<file path="config.mk">
export PLATFORM = sky130hd
export DESIGN_NAME = tmc_timer
export DESIGN_NICKNAME = d
export VERILOG_FILES = /design/src/rtl/tmc_pkg.sv /design/src/rtl/tmc_timer.sv
export SDC_FILE = /design/constraint.sdc
export NUM_CORES = 1
export LEC_CHECK = 0
export ABC_AREA = 1
export BUFFER_PORTS_ARGS = -buffer_cell sky130_fd_sc_hd__buf_4
export CAP_MARGIN = 20
export CORE_ASPECT_RATIO = 0.9
export CORE_MARGIN = 4
export CORE_UTILIZATION = 30
export DETAILED_ROUTE_END_ITERATION = 10
export PLACE_DENSITY = 0.48
export SYNTH_ARGS = -nofsm -noshare
export SYNTH_HDL_FRONTEND = slang
export SYNTH_SLANG_ARGS = --single-unit
</file>
<file path="constraint.sdc">
create_clock -name clk_sys -period 3.6 [get_ports clk_sys]
set_clock_uncertainty 0.2 [all_clocks]
set_input_delay 0.36 -clock clk_sys [delete_from_list [all_inputs] [get_ports clk_sys]]
set_output_delay 0.36 -clock clk_sys [all_outputs]
set_load 0.02 [all_outputs]
</file>
<file path="src/rtl/tmc_pkg.sv">
/*
 * Shared constants and types for the timer mode and clock control block.
 * Assumes a 32-bit classic Wishbone register bus, where a register's index times four
 * gives its byte address.
 */
`default_nettype none
package tmc_pkg;
   // Register indices; byte address is four times the index.
   localparam logic [5:0] IDX_CAPTURE = 6'h22;
   localparam logic [5:0] IDX_CMP_B   = 6'h24;
   localparam logic [5:0] IDX_CMP_A   = 6'h26;
   localparam logic [5:0] IDX_COUNT   = 6'h28;
   localparam logic [5:0] IDX_CTRL_B  = 6'h2d;
   localparam logic [5:0] IDX_CTRL_A  = 6'h2e;
   localparam logic [5:0] IDX_FLAGS   = 6'h30;
   localparam logic [5:0] IDX_PIN_DIR = 6'h31;
   // Reset values and implemented-bit masks of the control registers.
   localparam logic [7:0] CTRL_A_RESET = 8'h00;
   localparam logic [7:0] CTRL_B_RESET = 8'h00;
   localparam logic [7:0] CTRL_A_MASK  = 8'hf3;
   localparam logic [7:0] CTRL_B_MASK  = 8'hdf;
   // Field positions.
   localparam int CA_MODE_A   = 6;
   localparam int CA_MODE_B   = 4;
   localparam int CB_FILT_EN  = 7;
   localparam int CB_EDGE_SEL = 6;
   localparam int CB_WAVE_HI  = 3;
   // Flag bit positions in the flag register.
   localparam int FLG_OVF     = 0;
   localparam int FLG_MATCH_A = 1;
   localparam int FLG_MATCH_B = 2;
   localparam int FLG_CAPTURE = 5;
   // Counter landmarks.
   localparam logic [15:0] BOTTOM = 16'h0000;
   localparam logic [15:0] MAX    = 16'hffff;
   localparam logic [15:0] TOP_8  = 16'h00ff;
   localparam logic [15:0] TOP_9  = 16'h01ff;
   localparam logic [15:0] TOP_10 = 16'h03ff;
   // Clock select codes.
   localparam logic [2:0] CS_STOP     = 3'h0;
   localparam logic [2:0] CS_DIV1     = 3'h1;
   localparam logic [2:0] CS_DIV8     = 3'h2;
   localparam logic [2:0] CS_DIV64    = 3'h3;
   localparam logic [2:0] CS_DIV256   = 3'h4;
   localparam logic [2:0] CS_DIV1024  = 3'h5;
   localparam logic [2:0] CS_EXT_FALL = 3'h6;
   localparam logic [2:0] CS_EXT_RISE = 3'h7;
   // Samples the capture filter needs before it follows the pin.
   localparam int FILT_SAMPLES = 4;

   typedef enum logic [2:0] {
      TMC_NORMAL = 3'h0,
      TMC_CTC    = 3'h1,
      TMC_FAST   = 3'h3,
      TMC_PHASE  = 3'h2,
      TMC_PFC    = 3'h6,
      TMC_RESV   = 3'h7
   } tmc_kind_t;

   typedef enum logic [1:0] {
      PT_IMM = 2'h0,
      PT_MAX = 2'h1,
      PT_TOP = 2'h3,
      PT_BOT = 2'h2
   } tmc_point_t;

   // Complete state of the timer block.
   typedef struct packed {
      logic [7:0]       ctrl_a;
      logic [7:0]       ctrl_b;
      logic [15:0]      count;
      logic [1:0][15:0] cmp;
      logic [1:0][15:0] cmp_buf;
      logic [15:0]      capture;
      logic             down;
      logic [5:0]       flags;
      logic [1:0]       pin_dir;
      logic [9:0]       presc;
      logic             ext_prev;
      logic [3:0]       cap_hist;
      logic             cap_filt;
      logic             cap_prev;
      logic             block;
      logic [1:0]       wave;
      logic [1:0]       oe;
      logic [1:0]       ovr;
      logic             ack;
      logic [31:0]      rdata;
   } tmc_state_t;
endpackage
`default_nettype wire

</file>
<file path="src/rtl/tmc_timer.sv">
/*
 * Sixteen-bit timer with two compare channels, input capture and clock selection.
 * Assumes a classic Wishbone master on clk_sys, and pins synchronous to clk_sys.
 */
// The implementer's own choice: the Wishbone slave port.
`default_nettype none
module tmc_timer
   import tmc_pkg::*;
(
   // Clock and reset.
   input  wire logic        clk_sys,
   input  wire logic        arst_n,
   // Wishbone slave.
   input  wire logic        wb_cyc_i,
   input  wire logic        wb_stb_i,
   input  wire logic        wb_we_i,
   input  wire logic [7:0]  wb_adr_i,
   input  wire logic [3:0]  wb_sel_i,
   input  wire logic [31:0] wb_dat_i,
   output logic      [31:0] wb_dat_o,
   output logic             wb_ack_o,
   // Timer pins.
   input  wire logic        capture_input_pin,
   input  wire logic        external_count_pin,
   output logic             wave_out_a,
   output logic             wave_oe_a,
   output logic             port_override_a,
   output logic             wave_out_b,
   output logic             wave_oe_b,
   output logic             port_override_b
);

   tmc_state_t q;
   tmc_state_t s;
   logic [3:0]  waveform_mode_field;
   tmc_kind_t   kind;
   tmc_point_t  upd_pt;
   tmc_point_t  ovf_pt;
   logic [15:0] top;
   logic        icr_top;
   logic        tick;
   logic        at_top;
   logic        at_bot;
   logic        req;
   logic        wr;
   logic [5:0]  idx;
   logic [1:0]  match;
   logic        cap_edge;
   logic        cap_wr;
   logic        cnt_wr;
   logic [1:0]  com;
   logic        pwm;
   logic        conn;

   // Bus request decode.
   assign req = wb_cyc_i && wb_stb_i && !q.ack;
   assign wr  = req && wb_we_i;
   assign idx = wb_adr_i[7:2];

   // Mode decode: top source, buffer update point and overflow point.
   always_comb
   begin
      waveform_mode_field = {q.ctrl_b[CB_WAVE_HI +: 2], q.ctrl_a[1:0]};
      kind    = TMC_NORMAL;
      top     = MAX;
      upd_pt  = PT_IMM;
      ovf_pt  = PT_MAX;
      icr_top = 1'b0;
      case (waveform_mode_field)
         4'h0: top = MAX;
         4'h1, 4'h2, 4'h3:
         begin
            kind   = TMC_PHASE;
            top    = (waveform_mode_field == 4'h1) ? TOP_8 :
                     (waveform_mode_field == 4'h2) ? TOP_9 : TOP_10;
            upd_pt = PT_TOP;
            ovf_pt = PT_BOT;
         end
         4'h4:
         begin
            kind = TMC_CTC;
            top  = q.cmp[0];
         end
         4'h5, 4'h6, 4'h7:
         begin
            kind   = TMC_FAST;
            top    = (waveform_mode_field == 4'h5) ? TOP_8 :
                     (waveform_mode_field == 4'h6) ? TOP_9 : TOP_10;
            upd_pt = PT_TOP;
            ovf_pt = PT_TOP;
         end
         4'h8, 4'h9:
         begin
            kind    = TMC_PFC;
            icr_top = !waveform_mode_field[0];
            top     = waveform_mode_field[0] ? q.cmp[0] : q.capture;
            upd_pt  = PT_BOT;
            ovf_pt  = PT_BOT;
         end
         4'ha, 4'hb:
         begin
            kind    = TMC_PHASE;
            icr_top = !waveform_mode_field[0];
            top     = waveform_mode_field[0] ? q.cmp[0] : q.capture;
            upd_pt  = PT_TOP;
            ovf_pt  = PT_BOT;
         end
         4'hc:
         begin
            kind    = TMC_CTC;
            icr_top = 1'b1;
            top     = q.capture;
         end
         4'hd: kind = TMC_RESV;
         default:
         begin
            kind    = TMC_FAST;
            icr_top = !waveform_mode_field[0];
            top     = waveform_mode_field[0] ? q.cmp[0] : q.capture;
            upd_pt  = PT_TOP;
            ovf_pt  = PT_TOP;
         end
      endcase
   end

   // Timer clock enable from the prescaler or the external pin.
   always_comb
   begin
      case (q.ctrl_b[2:0])
         CS_DIV1:     tick = 1'b1;
         CS_DIV8:     tick = (q.presc[2:0] == 3'h7);
         CS_DIV64:    tick = (q.presc[5:0] == 6'h3f);
         CS_DIV256:   tick = (q.presc[7:0] == 8'hff);
         CS_DIV1024:  tick = (q.presc == 10'h3ff);
         CS_EXT_FALL: tick = q.ext_prev && !external_count_pin;
         CS_EXT_RISE: tick = !q.ext_prev && external_count_pin;
         default:     tick = 1'b0;
      endcase
      if (kind == TMC_RESV)
      begin
         tick = 1'b0;
      end
   end

   assign at_top = (q.count == top);
   assign at_bot = (q.count == BOTTOM);
   assign cnt_wr = wr && (idx == IDX_COUNT) && (wb_sel_i[1:0] != 2'h0);
   assign cap_wr = wr && (idx == IDX_CAPTURE) && (wb_sel_i[1:0] != 2'h0);
   // Capture edge after optional filtering; blocked while capture is top.
   assign cap_edge = !icr_top && (q.cap_filt != q.cap_prev) &&
                     (q.cap_filt == q.ctrl_b[CB_EDGE_SEL]);

   // Next-state logic for counter, waveforms, capture and registers.
   always_comb
   begin
      s = q;
      com = 2'h0;
      pwm = 1'b0;
      conn = 1'b0;
      s.presc = q.presc + 10'h001;
      s.ext_prev = external_count_pin;
      s.ack = req;
      // Software clears flags first so that a same-cycle event wins.
      if (wr && idx == IDX_FLAGS && wb_sel_i[0])
      begin
         s.flags = q.flags & ~wb_dat_i[5:0];
      end
      // Count sequence per mode.
      if (tick)
      begin
         s.block = 1'b0;
         case (kind)
            TMC_CTC, TMC_FAST: s.count = at_top ? BOTTOM : q.count + 16'h0001;
            TMC_PHASE, TMC_PFC:
            begin
               if (!q.down && at_top)
               begin
                  s.down = 1'b1;
                  s.count = q.count - 16'h0001;
               end
               else if (q.down && at_bot)
               begin
                  s.down = 1'b0;
                  s.count = q.count + 16'h0001;
               end
               else
               begin
                  s.count = q.down ? q.count - 16'h0001 : q.count + 16'h0001;
               end
            end
            default: s.count = q.count + 16'h0001;
         endcase
         // Overflow flag point.
         if ((ovf_pt == PT_MAX && q.count == MAX) || (ovf_pt == PT_TOP && at_top) ||
             (ovf_pt == PT_BOT && at_bot && q.down))
         begin
            s.flags[FLG_OVF] = 1'b1;
         end
         // Double-buffered compare update point.
         if ((upd_pt == PT_TOP && at_top) || (upd_pt == PT_BOT && at_bot && q.down))
         begin
            s.cmp = q.cmp_buf;
         end
      end
      // Compare channels and their waveform outputs.
      for (int c = 0; c < 2; c++)
      begin
         com = (c == 0) ? q.ctrl_a[CA_MODE_A +: 2] : q.ctrl_a[CA_MODE_B +: 2];
         pwm = (kind == TMC_FAST) || (kind == TMC_PHASE) || (kind == TMC_PFC);
         match[c] = tick && !q.block && (q.count == q.cmp[c]);
         conn = (com != 2'h0) &&
                !(pwm && com == 2'h1 && (!waveform_mode_field[3] || c == 1));
         if (match[c])
         begin
            s.flags[FLG_MATCH_A + c] = 1'b1;
         end
         if (!pwm)
         begin
            if (match[c] && com == 2'h1)
            begin
               s.wave[c] = !q.wave[c];
            end
            else if (match[c] && com[1])
            begin
               s.wave[c] = com[0];
            end
         end
         else if (com == 2'h1)
         begin
            if (match[c] && waveform_mode_field[3] && c == 0)
            begin
               s.wave[c] = !q.wave[c];
            end
         end
         else if (com[1] && kind == TMC_FAST)
         begin
            if (match[c] && q.cmp[c] != top)
            begin
               s.wave[c] = com[0];
            end
            if (tick && at_top)
            begin
               s.wave[c] = !com[0];
            end
         end
         else if (com[1] && match[c])
         begin
            s.wave[c] = q.down ^ com[0];
         end
         s.ovr[c] = conn;
         s.oe[c] = conn && q.pin_dir[c];
      end
      // Capture input filter and edge capture.
      s.cap_hist = {q.cap_hist[FILT_SAMPLES-2:0], capture_input_pin};
      s.cap_prev = q.cap_filt;
      if (!q.ctrl_b[CB_FILT_EN])
      begin
         s.cap_filt = capture_input_pin;
      end
      else if (s.cap_hist == {FILT_SAMPLES{1'b1}})
      begin
         s.cap_filt = 1'b1;
      end
      else if (s.cap_hist == {FILT_SAMPLES{1'b0}})
      begin
         s.cap_filt = 1'b0;
      end
      if (cap_edge)
      begin
         s.capture = q.count;
         s.flags[FLG_CAPTURE] = 1'b1;
      end
      // Register writes after the timer so that software wins on data.
      if (wr)
      begin
         if (idx == IDX_CTRL_A && wb_sel_i[0])
         begin
            s.ctrl_a = wb_dat_i[7:0] & CTRL_A_MASK;
         end
         else if (idx == IDX_CTRL_B && wb_sel_i[0])
         begin
            s.ctrl_b = wb_dat_i[7:0] & CTRL_B_MASK;
         end
         else if (idx == IDX_PIN_DIR && wb_sel_i[0])
         begin
            s.pin_dir = wb_dat_i[1:0];
         end
         for (int b = 0; b < 2; b++)
         begin
            if (wb_sel_i[b])
            begin
               if (idx == IDX_COUNT)
               begin
                  s.count[8*b +: 8] = wb_dat_i[8*b +: 8];
               end
               else if (idx == IDX_CAPTURE)
               begin
                  s.capture[8*b +: 8] = wb_dat_i[8*b +: 8];
               end
               else if (idx == IDX_CMP_A || idx == IDX_CMP_B)
               begin
                  s.cmp_buf[idx == IDX_CMP_B][8*b +: 8] = wb_dat_i[8*b +: 8];
               end
            end
         end
         // Immediate-update modes pass the buffer straight through.
         if (upd_pt == PT_IMM)
         begin
            s.cmp = s.cmp_buf;
         end
      end
      // A counter write suppresses the match on the next timer tick.
      if (cnt_wr)
      begin
         s.block = 1'b1;
      end
      // Read data; unmapped addresses read as zero.
      s.rdata = 32'h0000_0000;
      if (req && !wb_we_i)
      begin
         if (idx == IDX_CTRL_A)
         begin
            s.rdata[7:0] = q.ctrl_a;
         end
         else if (idx == IDX_CTRL_B)
         begin
            s.rdata[7:0] = q.ctrl_b;
         end
         else if (idx == IDX_COUNT)
         begin
            s.rdata[15:0] = q.count;
         end
         else if (idx == IDX_CMP_A)
         begin
            s.rdata[15:0] = q.cmp_buf[0];
         end
         else if (idx == IDX_CMP_B)
         begin
            s.rdata[15:0] = q.cmp_buf[1];
         end
         else if (idx == IDX_CAPTURE)
         begin
            s.rdata[15:0] = q.capture;
         end
         else if (idx == IDX_FLAGS)
         begin
            s.rdata[5:0] = q.flags;
         end
         else if (idx == IDX_PIN_DIR)
         begin
            s.rdata[1:0] = q.pin_dir;
         end
      end
   end

   // State register.
   always_ff @(posedge clk_sys or negedge arst_n)
   begin
      if (!arst_n)
      begin
         q <= '0;
         q.ctrl_a <= CTRL_A_RESET;
         q.ctrl_b <= CTRL_B_RESET;
      end
      else
      begin
         q <= s;
      end
   end

   // Outputs straight from flip-flops.
   assign wb_ack_o        = q.ack;
   assign wb_dat_o        = q.rdata;
   assign wave_out_a      = q.wave[0];
   assign wave_out_b      = q.wave[1];
   assign wave_oe_a       = q.oe[0];
   assign wave_oe_b       = q.oe[1];
   assign port_override_a = q.ovr[0];
   assign port_override_b = q.ovr[1];
endmodule
`default_nettype wire

</file>
**Word-level counts from Yosys, hierarchy flattened**

Index checks and enable logic that the tools add are counted.

- Register bits: 158
- Input port bits: 51
- Logic and storage cells: 283

- $add $sub $neg: 3
- Order comparisons: 2
- Equal/unequal tests: 60
- Muxes and demuxes: 88
- Bitwise logic cells: 6
- Reduce and logical (&&, ||, !) cells: 97

Operator list:

| cell | number |
|---|---|
| $mux 32 | 9 |
| $mux 16 | 11 |
| $mux 8 | 13 |
| $mux 96 | 1 |
| $mux 40 | 2 |
| $pmux 16 s5 | 1 |
| $bwmux 32 | 2 |
| $eq 6x6->1 const B | 9 |
| $mux 10 | 5 |
| $eq 16x16->1 | 3 |
| $mux 48 | 1 |
| $logic_and 1x1->1 | 45 |
| $demux 16 s1 | 2 |
| $ne 16x16->1 | 2 |
| $pmux 16 s2 | 1 |
| $mux 1 | 30 |
| $eq 4x4->1 const B | 7 |
| $eq 3x3->1 const B | 7 |
| $add 16x1->16 const B | 1 |
| $eq 16x16->1 const B | 1 |
| $eq 4x3->1 const B | 4 |
| $logic_not 16->1 | 1 |
| $reduce_bool 2->1 | 8 |
| $sub 16x1->16 const B | 1 |
| 44 further kinds | 89 |

**Longest topological paths before layout**

Gate-level depths: netlist of run 1.

- Word-level depth: 18
- Gate-level depth with buffers: 22
- Gate-level depth less buffers: 19

**Least setup slack after synthesis of run 1**

Ideal clock, no wire load.

- Kind: register -> register
- Start: reg q[146] (netlist name)
- End: reg q[123] (netlist name)
- Data arrival time: 2.323 ns
- Setup slack: 0.964 ns
- Stages on the path, launching flop included: 15
- Period minus slack after synthesis: 2.636 ns
- Path through: dfrtp_1 > clkbuf_1 > inv_1 > ha_1 > nand3_2 > nor4_2 > nand3_1 > or2_0 > nor2_1 > nand3_1 > buf_2 > nand3_1 > nand3_1 > nand2_1 > inv_1

RTL lines:

| element | line | RTL |
|---|---|---|
| start: declaration | tmc_timer.sv:33 | `tmc_state_t q;` |
| start signal: assignment | tmc_timer.sv:367 | `q <= s;` |

==> flow_metrics.py, run 1 <==
metrics = {
    "sta": {
        "max-slew-margin-rel_pct": 51.0,
        "fin_tns_setup_ps": 0,
        "min_period_ps": 3300,
        "setup_violations": 0,
        "slew_violations": 0,
        "timing.final.crit_share_pct": 91.6,
        "max_freq_ghz": 0.303,
        "hold_viol": 0,
        "worst_pin_slew_ps": 730,
        "holdWs_ps": 31.3,
        "rsz0062_at_grt": "false",
    },
    "critical_path": {
        "crit_path_max_incr_delay_ps": 600,
        "critPathArrivalTime_ps": 3490,
        "critPathSlowestCell": "dfrtp_1",
        "critical_path_required_ps": 3800,
        "worstPathMaxFanout": 19,
        "path_buf_inv": 0,
        "cp-end-kind": "flip-flop",
        "worstSetupPathType": "flip-flop to flip-flop",
        "cp_common_cell": "nand2_1",
        "worstPathCellList": "nor2_8 -> nand2_1 -> nand2_4 -> nor2_8 -> nand2_1 -> nand2_2 -> nand2_1 -> nand2_1 -> nor2_1 -> nand2_1 -> nor2_8 -> nand3_4 -> nand2_1 -> nand3_1 -> nand2_1 -> nand2_1 -> a21oi_2",
        "critPathTopFamily": "simple AND/OR/NAND/NOR gates",
        "startpoint_type": "flip-flop",
    },
    "floorplanning": {
        "start_util_pct": 30.4,
        "die_area_sq_mm": 0.0420,
        "ioPinCount": 90,
        "rows": 68,
        "fp.dieH_um": 195,
        "core_area_sq_mm": 0.0384,
        "die_x_um": 216,
    },
    "detailed_routing": {
        "drt_iter0_drc": 923,
        "wl_met2_mm": 19.3,
        "wl_met1_mm": 21.1,
        "drc": 0,
        "drt_wl_total_mm": 43.5,
        "first_pass_iters": 5,
        "maxUsedRoutingLayer": "met4",
        "wl_met3_mm": 2.17,
        "routed_via_density": 5.04,
        "wl_per_cell_um": 19.0,
        "postRouteAntennaNets": 0,
        "vias": 11500,
    },
    "layout": {
        "fin_nets": 1810,
        "antenna_cells": 0,
        "mostFrequentLayoutCells": "nand2_1 (502), nand3_1 (176), inv_1 (172)",
        "final_common_cell": "nand2_1",
        "fin_cells": 2291,
        "fin_util_pct": 34.5,
        "syn2layout_area_growth_pct": 13.7,
        "layout-drive-gt1-share_pct": 11.5,
    },
    "clock_tree": {
        "post_cts_resize_count": 0,
        "clk_pin_slew_ps": 80,
        "cts_tree": "done",
        "clk_root_buffer_cell": "clkbuf_16",
        "clk_latency_ps": 470,
        "cts.htree.levels": 4,
        "cts-buffers-inserted": 17,
        "clk_path_buf_depth": 2,
        "clock-sinks": 158,
    },
    "logic_synthesis": {
        "seq_area_frac_synth_pct": 33.9,
        "yosysWarnings": 0,
        "synthAdderAreaFrac_pct": 0.645,
        "netlist_area_sq_mm": 0.0116,
        "synth_cell_type_count": 53,
        "syn_area_per_cell_sq_um": 6.79,
        "muxShareOfSynthArea_pct": 0.172,
        "synth-xor-area-share_pct": 5.19,
        "synth_top_family_by_area": "simple AND/OR/NAND/NOR gates",
        "ys_ff_latch": 158,
        "synth_compound_area_share_pct": 13.6,
        "yosys.area_share.simple_pct": 34.6,
        "synth_cells": 1716,
    },
    "global_route": {
        "track_usage_pct": 20.6,
        "grt_pass1_vias": 10900,
        "grt_overflow": 0,
        "grt_start_max_net_pins": 94,
        "grt_pass1_wl_mm": 66.8,
        "antenna_found_initial": 1,
    },
    "power_and_ir_drop": {
        "pwr-share-comb_pct": 29.5,
        "power_switching_share_pct": 39.1,
        "power.internal_w": 0.00360,
        "power.density_mw_per_mm2": 447,
        "p_seq_share_pct": 38.6,
        "power.switching_w": 0.00232,
        "vdd_ir_drop_max_mv": 0.363,
        "cellLeakagePower_nw": 6.47,
        "clkPwrFrac_pct": 32.0,
        "fin_total_pwr_w": 0.00592,
    },
    "place": {
        "place_inst": 2244,
        "io_buffer_count": 53,
        "routabilityCongestion": 0.917,
        "post-dp-hpwl_mm": 32.1,
    },
    "min_path": {
        "hp-class": "input pin to flip-flop",
    },
    "job": {
        "drv_cap": 0,
    },
    "run_status": {
        "status": "finished, final reports clean",
    },
}
-- kinds of logic after synthesis --
group                      after synthesis
DFF                                    158
and+or+nand+nor                        906
other                                    1
buffers and inverters                  298
AOI/OAI and AO/OA                      276
muxes                                    2
xor gates and xnor gates                69
adders and majority gates                6
-- registers in the layout, indices dropped and copies added, names as in the netlist --
signal and count:
com 2, port_override_a 1, port_override_b 1, q 133, wave_oe_a 1, wave_oe_b 1, wave_out_a 1, wave_out_b 1
wb_ack_o 1, wb_dat_o 16
-- per-layer routing --
| layer | up-vias | track usage (%) |
|---|---|---|
| li1 | 5632 | - |
| met1 | 5563 | 30.3 |
| met2 | 307 | 31.5 |
| met3 | 46 | 2.80 |
| met4 | 0 | 6.06 |
| met5 | - | 0 |
-- cell usage after synthesis, drive strengths merged --
library cell	count	share of area, %
a21boi	1	0.064
mux2i	2	0.17
and3	1	0.054
nand3b	2	0.13
nand4	34	1.9
conb	1	0.032
nor2	119	4.6
buf	73	4.5
a21oi	63	2.9
dfrtp	158	34
o21ai	146	6.3
nor3	17	0.73
or2	4	0.21
a211oi	11	0.71
clkinv	6	0.19
clkbuf	38	1.2
o221ai	2	0.15
o211a	1	0.086
nand3	185	8.4
o2bb2ai	1	0.075
a31oi	2	0.11
xor2	60	4.5
o21bai	1	0.064
o2111ai	1	0.075
o211ai	16	1.0
ha	6	0.64
a221oi	13	0.98
nand2	529	18
and2	2	0.11
o22ai	8	0.43
nor4	13	0.75
inv	181	5.9
xnor2	9	0.68
a22oi	3	0.19
o21a	7	0.45
-- worst paths after layout --
| kind | slack (ps) | depth (start not counted) | end | startpoint |
|---|---|---|---|---|
| max reg2reg | 300 | 17 | q[160] | q[171] |
| min in group asynchronous | 80 | 2 | q[73] | arst_n |
| min reg2reg | 210 | 0 | q[43] | q[42] |
| max in group asynchronous | 2200 | 3 | q[49] | arst_n |
| max | 300 | 17 | q[160] | q[171] |
| min | 30 | 2 | q[80] | wb_dat_i[14] |
-- power groups by stage --
stage          logic (W)  clock network, W  registers, W
5_1_grt          0.00197           0.00200       0.00231
3_5_place_dp     0.00171                 0       0.00231
4_1_cts          0.00173           0.00193       0.00227
6_report         0.00175           0.00189       0.00228
2_1_floorplan    0.00127                 0       0.00217
3_3_place_gp     0.00169                 0       0.00230
-- timing repair --
item | 4_1_cts | 5_1_grt
hold buffers | 15 | 0
buffers inserted | 0 | 0
endpoints found under the hold margin | 120 | 0
-- worst reg2reg max path, delay by kind of cell (launching register included) --
family	cells	cell delay, ps
AO/OA/AOI/OAI	1	120
flip-flops	1	600
AND/OR/NAND/NOR	16	2320
-- final cells by class --
class                           count  area, sq um
Multi-Input combinational cell   1275         6390
Tap cell                          525          657
Fill cell                        4167        25100
Clock buffer                       17          425
Sequential cell                   158         3950
Clock inverter                     15          175
Inverter                          187          709
Timing Repair Buffer              114          935
-- per-stage QoR --
stage          setup WS (ps)  instance area [sq um]
6_report                 303                  13200
4_1_cts                  302                  13200
5_1_grt                 26.7                  13200
3_5_place_dp             324                  12500
2_1_floorplan            964                  11700
3_3_place_gp             363                  12500
(Power assumes the default switching activity.)
==> run 2: changes to the inputs <==
--- a/config.mk
+++ b/config.mk
@@ -8,11 +8,15 @@
 export ABC_AREA = 1
 export BUFFER_PORTS_ARGS = -buffer_cell sky130_fd_sc_hd__buf_4
 export CAP_MARGIN = 20
+export CELL_PAD_IN_SITES_DETAIL_PLACEMENT = 0
+export CELL_PAD_IN_SITES_GLOBAL_PLACEMENT = 1
 export CORE_ASPECT_RATIO = 0.9
 export CORE_MARGIN = 4
 export CORE_UTILIZATION = 30
 export DETAILED_ROUTE_END_ITERATION = 10
-export PLACE_DENSITY = 0.48
+export HOLD_SLACK_MARGIN = 0.15
+export PLACE_DENSITY = 0.61
 export SYNTH_ARGS = -nofsm -noshare
 export SYNTH_HDL_FRONTEND = slang
 export SYNTH_SLANG_ARGS = --single-unit
+export TNS_END_PERCENT = 5
==> flow_metrics.py, run 2 (same netlist as run 1, synthesis figures left out) <==
metrics = {
    "critical_path": {
        "crit_path_max_incr_delay_ps": 540,
        "startpoint_type": "flip-flop",
        "critPathArrivalTime_ps": 3420,
        "worstPathMaxFanout": 20,
        "cp_common_cell": "nand2_1",
        "critPathTopFamily": "simple AND/OR/NAND/NOR gates",
        "cp-end-kind": "flip-flop",
        "worstPathCellList": "inv_2 -> nand3_2 -> nor4_2 -> nand3_1 -> or2_0 -> nand2_1 -> inv_1 -> nand2_1 -> o21ai_0 -> nand2_1 -> nand3_1 -> nand2_1 -> nand2_1 -> a21oi_1",
        "critical_path_required_ps": 3780,
        "critPathSlowestCell": "dfrtp_1",
        "path_buf_inv": 2,
        "worstSetupPathType": "flip-flop to flip-flop",
        "reg2reg_slack_ps": 360,
    },
    "sta": {
        "max_freq_ghz": 0.309,
        "worst_pin_slew_ps": 798,
        "timing.final.crit_share_pct": 89.9,
        "min_period_ps": 3240,
        "max-slew-margin-rel_pct": 46.3,
        "hold_viol": 0,
        "fin_tns_setup_ps": 0,
        "slew_violations": 0,
        "setup_violations": 0,
        "rsz0062_at_grt": "false",
    },
    "clock_tree": {
        "clk_root_buffer_cell": "clkbuf_16",
        "postCtsSetupBuffers": 0,
        "post_cts_resize_count": 0,
        "clk_latency_ps": 450,
        "cts_tree": "done",
        "clk_path_buf_depth": 2,
        "clock-sinks": 158,
        "post_cts_hold_buffer_count": 24,
        "cts.htree.levels": 4,
        "clk_pin_slew_ps": 70,
        "cts-buffers-inserted": 17,
    },
    "power_and_ir_drop": {
        "power.switching_w": 0.00228,
        "p_seq_share_pct": 38.1,
        "power.internal_w": 0.00373,
        "clkPwrFrac_pct": 32.6,
        "power.density_mw_per_mm2": 449,
        "vdd_ir_drop_max_mv": 0.345,
        "fin_total_pwr_w": 0.00601,
        "power_switching_share_pct": 37.9,
        "cellLeakagePower_nw": 6.55,
        "pwr-share-comb_pct": 29.3,
    },
    "place": {
        "place_inst": 2250,
        "post-dp-hpwl_mm": 33.3,
        "routabilityCongestion": 0.917,
        "place_area_sq_mm": 0.0125,
        "io_buffer_count": 53,
    },
    "min_path": {
        "hp-class": "flip-flop to flip-flop",
    },
    "layout": {
        "antenna_cells": 0,
        "stdcell_area_sq_mm": 0.0134,
        "multi_input_area_sq_mm": 0.00639,
        "layout-drive-gt1-share_pct": 11.7,
        "fillers": 4170,
        "syn2layout_area_growth_pct": 15.1,
        "fin_cells": 2306,
        "largest_register_ffs": 133,
        "fin_util_pct": 34.9,
        "final_common_cell": "nand2_1",
        "largest_register": "q",
        "fin_nets": 1825,
        "mostFrequentLayoutCells": "nand2_1 (502), nand3_1 (176), inv_1 (172)",
        "seqCellArea_sq_mm": 0.00395,
    },
    "global_route": {
        "grt_start_max_net_pins": 78,
        "grt_use_met3_pct": 3.03,
        "grt_pass1_vias": 11000,
        "grt_overflow": 0,
        "grt_pass1_wl_mm": 68.6,
        "track_usage_pct": 21.3,
        "grtUsageMet2_pct": 32.6,
        "antenna_found_initial": 0,
        "grtUsageMet1_pct": 31.8,
        "grt_busiest_layer": "met2",
    },
    "floorplanning": {
        "rows": 68,
        "die_area_sq_mm": 0.0420,
        "core_area_sq_mm": 0.0384,
        "fp.dieH_um": 195,
        "ioPinCount": 90,
        "start_util_pct": 30.4,
        "die_x_um": 216,
    },
    "job": {
        "drv_cap": 0,
    },
    "detailed_routing": {
        "postRouteAntennaNets": 0,
        "routed_via_density": 5.04,
        "first_pass_iters": 5,
        "drt_wl_total_mm": 44.8,
        "drt_iter0_drc": 919,
        "wl_per_cell_um": 19.4,
        "drc": 0,
        "vias": 11600,
    },
    "run_status": {
        "status": "finished, final reports clean",
    },
}
run 2: worst register-to-register path: cells and delay by family (launching register included):
kind	cells	cell delay, ps
AND/OR/NAND/NOR	10	1580
buffers and inverters	2	630
flip-flops	1	540
AO/OA/AOI/OAI	2	200
run 2: power groups by stage:
stage / Sequential (W) / Clock (W) / Combinational, W
finish: 0.00229 / 0.00196 / 0.00176
global route: 0.00231 / 0.00209 / 0.00198
CTS: 0.00228 / 0.00201 / 0.00176
detailed placement: 0.00232 / 0 / 0.00173
global placement: 0.00232 / 0 / 0.00172
floorplan: 0.00217 / 0 / 0.00127
run 2: layout make-up:
| type | count | share of cell area (%) |
|---|---|---|
| Multi-Input combinational cell | 1275 | 47.7 |
| Inverter | 187 | 5.29 |
| Tap cell | 525 | 4.90 |
| Clock inverter | 15 | 1.47 |
| Timing Repair Buffer | 129 | 7.98 |
| Sequential cell | 158 | 29.5 |
| Clock buffer | 17 | 3.17 |
run 2: metal layers:
metal | vias to the layer above | routed length, um
met1 | 5636 | 22200
met3 | 34 | 2180
li1 | 5659 | -
met2 | 302 | 19800
met5 | - | 0
met4 | 0 | 668
run 2: final timing paths:
kind                            startpoint        to  depth (start not counted)
worst max-delay path                q[149]    q[161]                         14
worst min-delay path                 q[43]     q[44]                          0
worst max register to register      q[149]    q[161]                         14
worst min register to register       q[43]     q[44]                          0
max in group asynchronous           arst_n     q[73]                          3
min in group asynchronous           arst_n  wb_ack_o                          2
run 2: metrics by stage:
step / hold slack, ps / setup slack, ps
detailed placement: 189 / 405
finish: 209 / 364
CTS: 211 / 380
floorplan: -136 / 964
global route: 227 / 76.0
global placement: 185 / 406
